[config.mk]
export PLATFORM = sky130hd
export DESIGN_NAME = aplm_limit_monitor
export DESIGN_NICKNAME = d
export VERILOG_FILES = /design/src/rtl/aplm_pkg.sv /design/src/rtl/aplm_limit_monitor.sv /design/src/rtl/aplm_pos_compare.sv
export VERILOG_INCLUDE_DIRS = /design/src /design/src/rtl
export SDC_FILE = /design/constraint.sdc
export NUM_CORES = 2
export LEC_CHECK = 0
export ABC_AREA = 0
export BUFFER_PORTS_ARGS = -buffer_cell sky130_fd_sc_hd__clkbuf_2
export CAP_MARGIN = 20
export CORE_ASPECT_RATIO = 0.75
export CORE_MARGIN = 3
export CORE_UTILIZATION = 61
export CTS_CLUSTER_DIAMETER = 40
export CTS_CLUSTER_SIZE = 24
export DETAILED_ROUTE_END_ITERATION = 6
export GPL_ROUTABILITY_DRIVEN = 0
export PLACE_DENSITY = 0.88
export SLEW_MARGIN = 20
export SYNTH_ARGS = -nofsm -noshare
export SYNTH_HDL_FRONTEND = slang
export SYNTH_SLANG_ARGS = --single-unit
export TNS_END_PERCENT = 5
[constraint.sdc]
create_clock -name i_clock -period 21.5 [get_ports i_clock]
set_input_delay 4.3 -clock i_clock [delete_from_list [all_inputs] [get_ports i_clock]]
set_output_delay 4.3 -clock i_clock [all_outputs]
set_load 0.03 [all_outputs]
[src/rtl/aplm_map.svh]
`ifndef APLM_MAP_SVH
`define APLM_MAP_SVH
// configuration word field positions, per register stride of four bits
`define APLM_CFG_STRIDE       4
`define APLM_CFG_ENABLE_BIT   0
`define APLM_CFG_POLARITY_BIT 1
`define APLM_CFG_LIMIT_BIT    2
`define APLM_CFG_RESERVED     16'hCC88
// reset values
`define APLM_RST_CONFIG       16'h0000
`define APLM_RST_THRESHOLD    32'h00000000
`define APLM_RST_MAX_SPEED    32'h00000064
`define APLM_RST_WINDOW       32'h00000FA0
`define APLM_RST_WRAP_START   32'h80000000
`define APLM_RST_WRAP_END     32'h7FFFFFFF
// timing: minimum ramp time default in microseconds, clock in kHz
`define APLM_MIN_RAMP_US      1000
`define APLM_CLOCK_KHZ        40000
`define APLM_MIN_RAMP_CYCLES  ((`APLM_MIN_RAMP_US * `APLM_CLOCK_KHZ) / 1000)
`endif

[src/rtl/aplm_pkg.sv]
package aplm_pkg;
    // unit for the ramp limit input
    typedef enum logic {
        APLM_UNIT_TIME,
        APLM_UNIT_ACCEL
    } aplm_accel_unit_t;

    // one motion task request from the task generator
    typedef struct packed {
        logic        absolute;
        logic [31:0] target;
        logic [31:0] velocity;
        logic [31:0] accel_time;
        logic [31:0] brake_time;
    } aplm_task_t;

    // task as released to the position controller
    typedef struct packed {
        logic [31:0] target;
        logic [31:0] velocity;
        logic [31:0] accel_time;
        logic [31:0] brake_time;
    } aplm_limited_t;

    // motion inhibits raised by the limit switches
    typedef struct packed {
        logic inhibit_neg;
        logic inhibit_pos;
        logic emergency_stop;
    } aplm_inhibit_t;
endpackage

[src/rtl/aplm_limit_monitor.sv]
`include "aplm_map.svh"
module aplm_limit_monitor #(
    parameter int REG_COUNT        = 4,
    parameter int MIN_RAMP_DEFAULT = `APLM_MIN_RAMP_CYCLES
) (
    input  wire logic                      i_clock,
    input  wire logic                      i_reset,
    // parameter interface
    input  wire logic                      i_param_write,
    input  wire logic                      i_config_write,
    input  wire logic [15:0]               i_config_data,
    input  wire logic                      i_threshold_write,
    input  wire logic [1:0]                i_threshold_index,
    input  wire logic [31:0]               i_threshold_data,
    input  wire logic [31:0]               i_max_travel_speed,
    input  wire logic [31:0]               i_min_ramp_time,
    input  wire logic [31:0]               i_max_accel,
    input  wire aplm_pkg::aplm_accel_unit_t i_accel_unit,
    input  wire logic [31:0]               i_target_window,
    input  wire logic [31:0]               i_wrap_range_start,
    input  wire logic [31:0]               i_wrap_range_end,
    input  wire logic                      i_modulo_axis,
    input  wire logic                      i_amp_enabled,
    // motion task generator and position controller
    input  wire logic                      i_task_valid,
    input  wire aplm_pkg::aplm_task_t      i_task,
    input  wire logic                      i_control_tick,
    input  wire logic [31:0]               i_actual_position,
    input  wire logic [31:0]               i_position_step,
    output aplm_pkg::aplm_limited_t        o_task,
    output logic                           o_task_valid,
    output logic                           o_task_error,
    output logic                           o_in_position,
    output logic [31:0]                    o_setpoint,
    output aplm_pkg::aplm_inhibit_t        o_inhibit,
    output logic [REG_COUNT-1:0]           o_threshold_flag,
    output logic [15:0]                    o_position_register_config,
    output logic [31:0]                    o_max_travel_speed,
    output logic [31:0]                    o_min_ramp_time,
    output logic [31:0]                    o_target_window,
    output logic [31:0]                    o_wrap_range_start,
    output logic [31:0]                    o_wrap_range_end
);
    import aplm_pkg::*;

    localparam logic [31:0] MIN_RAMP_RST = 32'(MIN_RAMP_DEFAULT);

    // parameter set
    logic [15:0]   position_register_config;
    logic [31:0]   pos_threshold_n [REG_COUNT];
    logic [31:0]   max_travel_speed;
    logic [31:0]   min_ramp_time;
    logic [31:0]   target_window;
    logic [31:0]   wrap_range_start;
    logic [31:0]   wrap_range_end;
    logic [15:0]   next_config;
    logic [31:0]   next_speed;
    logic [31:0]   next_ramp;
    logic [31:0]   next_window;
    logic [31:0]   next_wrap_start;
    logic [31:0]   next_wrap_end;
    logic          config_allowed;
    logic [31:0]   ramp_from_accel;

    // threshold setup accepted only while the amplifier is disabled
    assign config_allowed = !i_amp_enabled;

    // ramp limit from acceleration: time = speed / accel, floor 1
    always_comb begin
        ramp_from_accel = (i_max_accel == 32'h00000000) ? 32'hFFFFFFFF :
            i_max_travel_speed / i_max_accel;
        if (ramp_from_accel == 32'h00000000) begin
            ramp_from_accel = 32'h00000001;
        end
    end

    // parameter next values
    always_comb begin
        next_config     = position_register_config;
        next_speed      = max_travel_speed;
        next_ramp       = min_ramp_time;
        next_window     = target_window;
        next_wrap_start = wrap_range_start;
        next_wrap_end   = wrap_range_end;
        if (i_config_write && config_allowed) begin
            // reserved bits held at zero
            next_config = i_config_data & ~`APLM_CFG_RESERVED;
        end
        if (i_param_write) begin
            next_speed      = i_max_travel_speed;
            next_ramp       = (i_accel_unit == APLM_UNIT_ACCEL) ?
                ramp_from_accel : i_min_ramp_time;
            next_window     = i_target_window;
            next_wrap_start = i_wrap_range_start;
            next_wrap_end   = i_wrap_range_end;
        end
    end

    // parameter registers
    always_ff @(posedge i_clock or posedge i_reset) begin
        if (i_reset) begin
            position_register_config <= `APLM_RST_CONFIG;
            max_travel_speed         <= `APLM_RST_MAX_SPEED;
            min_ramp_time            <= MIN_RAMP_RST;
            target_window            <= `APLM_RST_WINDOW;
            wrap_range_start         <= `APLM_RST_WRAP_START;
            wrap_range_end           <= `APLM_RST_WRAP_END;
        end else begin
            position_register_config <= next_config;
            max_travel_speed         <= next_speed;
            min_ramp_time            <= next_ramp;
            target_window            <= next_window;
            wrap_range_start         <= next_wrap_start;
            wrap_range_end           <= next_wrap_end;
        end
    end

    // thresholds as a small array, one write port
    always_ff @(posedge i_clock or posedge i_reset) begin
        if (i_reset) begin
            for (int i = 0; i < REG_COUNT; i++) begin
                pos_threshold_n[i] <= `APLM_RST_THRESHOLD;
            end
        end else if (i_threshold_write && config_allowed) begin
            pos_threshold_n[i_threshold_index] <= i_threshold_data;
        end
    end

    assign o_position_register_config = position_register_config;
    assign o_max_travel_speed         = max_travel_speed;
    assign o_min_ramp_time            = min_ramp_time;
    assign o_target_window            = target_window;
    assign o_wrap_range_start         = wrap_range_start;
    assign o_wrap_range_end           = wrap_range_end;

    // four comparators, limit mode decided below
    genvar g;
    generate
        for (g = 0; g < REG_COUNT; g++) begin : g_cmp
            aplm_pos_compare u_cmp (
                .i_clock     (i_clock),
                .i_reset     (i_reset),
                .i_sample    (i_control_tick),
                .i_config    (position_register_config[g*4 +: 4]),
                .i_threshold (pos_threshold_n[g]),
                .i_position  (i_actual_position),
                .o_flag      (o_threshold_flag[g])
            );
        end
    endgenerate

    // task limiting
    aplm_limited_t next_task;
    logic          next_task_valid;
    logic          next_task_error;
    logic          target_outside;

    always_comb begin
        target_outside = $signed(i_task.target) < $signed(wrap_range_start)
            || $signed(i_task.target) > $signed(wrap_range_end);
        next_task       = o_task;
        next_task_valid = 1'b0;
        next_task_error = 1'b0;
        if (i_task_valid) begin
            if (i_modulo_axis && i_task.absolute && target_outside) begin
                next_task_error = 1'b1;
            end else begin
                next_task_valid   = 1'b1;
                next_task.target  = i_task.target;
                next_task.velocity = (i_task.velocity > max_travel_speed) ?
                    max_travel_speed : i_task.velocity;
                next_task.accel_time = (i_task.accel_time < min_ramp_time) ?
                    min_ramp_time : i_task.accel_time;
                next_task.brake_time = (i_task.brake_time < min_ramp_time) ?
                    min_ramp_time : i_task.brake_time;
            end
        end
    end

    always_ff @(posedge i_clock or posedge i_reset) begin
        if (i_reset) begin
            o_task       <= '0;
            o_task_valid <= 1'b0;
            o_task_error <= 1'b0;
        end else begin
            o_task       <= next_task;
            o_task_valid <= next_task_valid;
            o_task_error <= next_task_error;
        end
    end

    // setpoint, in-position and limit supervision
    logic [31:0]   next_setpoint;
    logic          next_in_position;
    aplm_inhibit_t next_inhibit;
    logic [32:0]   distance;
    logic [32:0]   stepped;
    logic          limit1_hit;
    logic          limit2_hit;

    // limit mode only on registers 1 and 2; flags follow compare result
    assign limit1_hit = position_register_config[`APLM_CFG_LIMIT_BIT]
        && position_register_config[`APLM_CFG_ENABLE_BIT]
        && $signed(i_actual_position) < $signed(pos_threshold_n[0]);
    assign limit2_hit = position_register_config[4 + `APLM_CFG_LIMIT_BIT]
        && position_register_config[4 + `APLM_CFG_ENABLE_BIT]
        && $signed(i_actual_position) > $signed(pos_threshold_n[1]);

    always_comb begin
        distance = {o_task.target[31], o_task.target}
            - {i_actual_position[31], i_actual_position};
        if (distance[32]) begin
            distance = 33'(0) - distance;
        end
        stepped = {1'b0, o_setpoint} + {1'b0, i_position_step};
        next_setpoint    = o_setpoint;
        next_in_position = o_in_position;
        next_inhibit     = o_inhibit;
        if (i_control_tick) begin
            next_in_position = distance <= {1'b0, target_window};
            next_inhibit.inhibit_neg = limit1_hit;
            next_inhibit.inhibit_pos = limit2_hit;
            // brake on emergency ramp then hold under torque
            next_inhibit.emergency_stop = limit1_hit || limit2_hit;
            // keep approaching target regardless of in-position
            next_setpoint = o_task.target;
            if (i_modulo_axis) begin
                next_setpoint = stepped[31:0];
                if ($signed(stepped[31:0]) >= $signed(wrap_range_end)) begin
                    next_setpoint = wrap_range_start;
                end
            end
        end
    end

    always_ff @(posedge i_clock or posedge i_reset) begin
        if (i_reset) begin
            o_setpoint    <= 32'h00000000;
            o_in_position <= 1'b0;
            o_inhibit     <= '0;
        end else begin
            o_setpoint    <= next_setpoint;
            o_in_position <= next_in_position;
            o_inhibit     <= next_inhibit;
        end
    end
endmodule // aplm_limit_monitor

[src/rtl/aplm_pos_compare.sv]
`include "aplm_map.svh"
// one position register comparator
module aplm_pos_compare (
    input  wire logic        i_clock,
    input  wire logic        i_reset,
    input  wire logic        i_sample,
    input  wire logic [3:0]  i_config,
    input  wire logic [31:0] i_threshold,
    input  wire logic [31:0] i_position,
    output logic             o_flag
);
    import aplm_pkg::*;
    logic next_flag;
    logic below;
    logic above;

    // signed compare; equal position raises neither side
    always_comb begin
        below = $signed(i_position) < $signed(i_threshold);
        above = $signed(i_position) > $signed(i_threshold);
        next_flag = o_flag;
        if (i_sample) begin
            if (!i_config[`APLM_CFG_ENABLE_BIT]) begin
                next_flag = 1'b0;
            end else if (i_config[`APLM_CFG_POLARITY_BIT]) begin
                next_flag = below;
            end else begin
                next_flag = above;
            end
        end
    end

    // flag refreshed once per control cycle
    always_ff @(posedge i_clock or posedge i_reset) begin
        if (i_reset) begin
            o_flag <= 1'b0;
        end else begin
            o_flag <= next_flag;
        end
    end
endmodule // aplm_pos_compare

==> run_results.csv, run 1 <==
group,metric,value,unit
placement,port_buffers,778,
yosys,synth_cells,7666,
yosys,synth.avg_cell_area,7.86,sq um
die,dieWidth,369,microns
grt,grt_remaining_overflow,5805,
clocking,htreeDepth,3,
placement,place_hpwl,267000,microns
yosys,yosysWarnings,0,
die,row_count,99,
die,floorplan.initialDensity,61.8,%
clocking,numClockSinks,468,
yosys,ys_seq_elements,468,
clocking,cts_buffers,67,
yosys,synth_flop_cell,"dfrtp_1",
grt,first_global_vias,113000,
run_status,error,"[ERROR GRT-0116] Global routing finished with congestion. Check the congestion regions in the DRC Viewer.",
yosys,synth.top_cell.area_share,19.5,%
clocking,clockRootBuffer,"clkbuf_16",
grt,grt_max_degree,217,
clocking,cts.hold.buffers_added,0,
yosys,syn_area,0.0603,sq mm
run_status,outcome,"did not finish",
placement,place_area,0.0815,sq mm
die,io_pins,791,
clocking,clock_path_buffers,3,
yosys,synth_area_leaders,"ha_1 20%, dfrtp_1 18%, a21oi_1 5.4%, o21ai_0 4.9%, nand2_1 4.4%",
yosys,synth_edf_count,0,
die,die_y,278,microns
grt,grt_pass1_wl,778000,microns
grt,grtUsageTotal,99.2,%
yosys,synth-seq-area-share,19.5,%
yosys,yosysTopAreaCell,"ha_1",
yosys,synth.distinct_cells,112,
run_status,lastStage,"global routing (5_1_grt)",
yosys,async_flop_share,100,%
layer usage:
metal / track usage (%) / GRT overflow
met3: 89.6 / 373
met5: 81.5 / 32
met2: 113 / 3540
met4: 104 / 1386
met1: 93.4 / 474
Yosys cell counts, drive strengths merged, types with 108 or more instances:
master and number:
a21o 289, dfrtp 422, clkbuf 216, mux2i 162, nand2 702, ha 942
xor2 173, nand3 149, o21a 164, xnor2 260, nor2 649, inv 512
a21oi 654, o21ai 615, nor3 147, nor2b 108, nand4 122, mux2 173
per-stage QoR:
step	instances	hold slack [ps]	setup TNS, ps	setup slack [ps]	util (%)
CTS	11800	507	-406800	-41830	90.1
detailed placement	11500	493	-476220	-46900	83.5
global placement	11500	486	-419950	-42110	83.5
floorplan	7671	479	-387780	-39820	-
logic make-up after synthesis:
logic type               synth area share, %
AO/OA/AOI/OAI                           25.7
AND/OR/NAND/NOR                         17.9
adder cells (fa/ha/maj)                 19.6
buffers and inverters                   5.00
flip-flops                              19.5
XOR/XNOR                                6.29
multiplexers                            5.93
other                                0.00622
what timing repair did:
item                                    in CTS
endpoints found under the setup margin      21
pin swaps                                  253
gates resized for setup                    550
cloned                                       7
buffers inserted                           188
==> run 2: changes to the inputs <==
--- a/config.mk
+++ b/config.mk
@@ -9,14 +9,11 @@
 export ABC_AREA = 0
 export BUFFER_PORTS_ARGS = -buffer_cell sky130_fd_sc_hd__clkbuf_2
 export CAP_MARGIN = 20
-export CORE_ASPECT_RATIO = 0.75
 export CORE_MARGIN = 3
-export CORE_UTILIZATION = 61
-export CTS_CLUSTER_DIAMETER = 40
-export CTS_CLUSTER_SIZE = 24
+export CORE_UTILIZATION = 40
 export DETAILED_ROUTE_END_ITERATION = 6
 export GPL_ROUTABILITY_DRIVEN = 0
-export PLACE_DENSITY = 0.88
+export PLACE_DENSITY_LB_ADDON = 0.15
 export SLEW_MARGIN = 20
 export SYNTH_ARGS = -nofsm -noshare
 export SYNTH_HDL_FRONTEND = slang
==> run_results.csv, run 2 <==
group,metric,value,unit
setup_path,endpoint_kind,"register",
setup_path,cp-start-kind,"primary input",
timing,slew_headroom,13.6,%
routing,drc,0,
clocking,htreeDepth,2,
setup_path,required,22080,ps
timing,rsz0062_at_grt,"yes",
layout,layout_common_cells,"2226 x buf_4, 870 x ha_1, 776 x clkbuf_2, 682 x nand2_1, 615 x nor2_1",
routing,wl_per_cell,23.8,microns
routing,viasPerCell,5.74,
timing,tightest_slew,1300,ps
die,core_area,0.149,sq mm
yosys,synth.avg_cell_area,7.86,sq um
run,cap_viol_max_count,0,
routing,drtAntennaViolNets,0,
die,io_pins,791,
timing,setup_ws,-41610,ps
die,row_count,141,
timing,slew_violations,0,
clocking,numClockSinks,468,
layout,drive_above_1_share,38.2,%
die,dieWidth,394,microns
yosys,synth_edf_count,0,
yosys,synth_flop_cell,"dfrtp_1",
yosys,synth_cells,7666,
yosys,synth-seq-area-share,19.5,%
layout,nets,11900,
grt,grtUsageTotal,36.6,%
placement,place_hpwl,245000,microns
routing,drt-pass1-iter-count,6,
grt,antenna_found_initial,24,
yosys,syn_area,0.0603,sq mm
clocking,cts_buffers,57,
timing,finClkSkew,43.8,ps
timing,max_freq,15.8,MHz
layout,utilization,59.6,%
timing,hold_violations,0,
yosys,synth_area_leaders,"ha_1 20%, dfrtp_1 18%, a21oi_1 5.4%, o21ai_0 4.9%, nand2_1 4.4%",
power_and_ir_drop,ir_drop,0.0888,mV
setup_path,worst_ep_arrival_time,63690,ps
power_and_ir_drop,power.leakage,44.6,nW
yosys,async_flop_share,100,%
timing,finalCriticalPeriod,63110,ps
routing,routed_wl,299000,microns
yosys,synth.top_cell.area_share,19.5,%
layout,largest_registers,"o_task (128), pos_threshold_n (128)",
die,die_y,394,microns
layout,syn_to_final_growth,47.0,%
layout,n_fill_cell,13400,
layout,final_common_cell,"buf_4",
grt,grt_remaining_overflow,0,
placement,place_area,0.0830,sq mm
grt,grt_max_degree,144,
yosys,synth.most_common_cell,"ha_1",
routing,drt_iter0_markers,6011,
setup_path,path_max_fanout,16,
grt,first_global_vias,71200,
setup_path,slowest_stage,"or4_4",
clocking,clock_path_buffers,3,
die,die_area,0.155,sq mm
run_status,violations,"negative setup slack",
hold_path,hold_path_class,"reg2reg",
run_status,outcome,"finished with violations",
routing,routed-via-count,72200,
yosys,yosysWarnings,0,
yosys,yosysTopAreaCell,"ha_1",
die,floorplan.initialDensity,40.5,%
power_and_ir_drop,power_density,67.7,mW/mm^2
layout,final_area,0.0886,sq mm
setup_path,critical_path.max_stage_delay,620,ps
yosys,ys_seq_elements,468,
clocking,clk_latency,700,ps
clocking,clockRootBuffer,"clkbuf_16",
yosys,synth_common_cells,"942 x ha_1, 702 x nand2_1, 651 x a21oi_1",
setup_path,critPathKind,"in2reg",
yosys,synth.distinct_cells,112,
timing,hold_slack,504,ps
clocking,tritoncts,"built",
clocking,clkTransAtPathRegs,80,ps
timing,setup_violations,20,
timing,final.period_utilization,294,%
placement,port_buffers,778,
setup_path,worst_path_most_repeated_cell,"buf_4",
grt,grt_pass1_wl,439000,microns
==> run 2: kinds of logic (layout without fill, tap and decap cells) <==
logic type	after synthesis	in the layout	share of synthesized area (%)
AOI/OAI and AO/OA	2416	2419	25.7
buffers and inverters	784	3664	5.00
xor gates and xnor gates	433	433	6.29
adders and majority gates	944	944	19.6
muxes	335	335	5.93
other	1	18	0.00622
DFF	468	468	19.5
and+or+nand+nor	2285	2287	17.9
==> run 2: power breakdown <==
group	total (mW)	internal [mW]	switching [mW]
sequential	1.23	1.06	0.167
combinational	3.70	1.62	2.09
clock	1.07	0.619	0.446
==> run 2: path summary, 6_finish.rpt <==
check                               startpoint  slack, ps             endpoint  depth (start not counted)
hold reg to reg            pos_threshold_n[12]        500  pos_threshold_n[12]                          1
min in group asynchronous              i_reset       3730           o_task[23]                          2
setup / recovery               i_max_accel[12]     -41610   o_min_ramp_time[0]                        313
setup reg to reg                 o_setpoint[0]      14080       o_setpoint[18]                         25
hold / removal             pos_threshold_n[12]        500  pos_threshold_n[12]                          1
max in group asynchronous              i_reset      15550            o_task[6]                          4
==> run 2: repair_timing <==
action / CTS / global route
gates cloned: 8 / 1
hold buffers: 0 / 0
pin swaps: 198 / 124
endpoints found under the setup margin: 20 / 21
resized for setup: 395 / 112
buffers inserted: 126 / 31
==> run 2: layout make-up <==
class                      count  area (sq um)  share of cell area [%]
inverter                     512          1930                    2.18
timing repair buffer        3044         21200                    23.9
clock buffer                  85          1620                    1.83
multi-input combinational   6424         49300                    55.6
clock inverter                23           369                   0.416
antenna                       12          30.0                  0.0339
tap                         2002          2500                    2.83
sequential                   468         11800                    13.3
==> run 2: critical path, delay by kind of cell <==
kind	cells	cell delay [ps]
compound gates	143	27320
xor+xnor	1	150
fa+ha+maj	31	8250
buf+inv	56	7880
mux	6	1890
simple gates	76	13750
==> run 2: layer usage <==
metal	vias up	track usage, %	share of wire [%]
li1	33600	-	-
met1	34400	45.1	40
met2	3261	58.8	44
met3	861	7.03	8.6
met4	10	22.6	7.5
met5	-	0	0.021
==> run 2: metrics by stage <==
stage | std cells | worst slack, ps | TNS, ps | power [mW]
3_5_place_dp | 12300 | -45580 | -453100 | 4.77
6_report | 12600 | -41610 | -404540 | 6.00
5_1_grt | 12600 | -44180 | -436160 | 6.37
3_3_place_gp | 12300 | -44630 | -439450 | 4.70
2_1_floorplan | 7671 | -39820 | -387780 | 3.40
4_1_cts | 12500 | -40410 | -387010 | 5.94
Note: power is estimated with default switching activity, not from simulation.
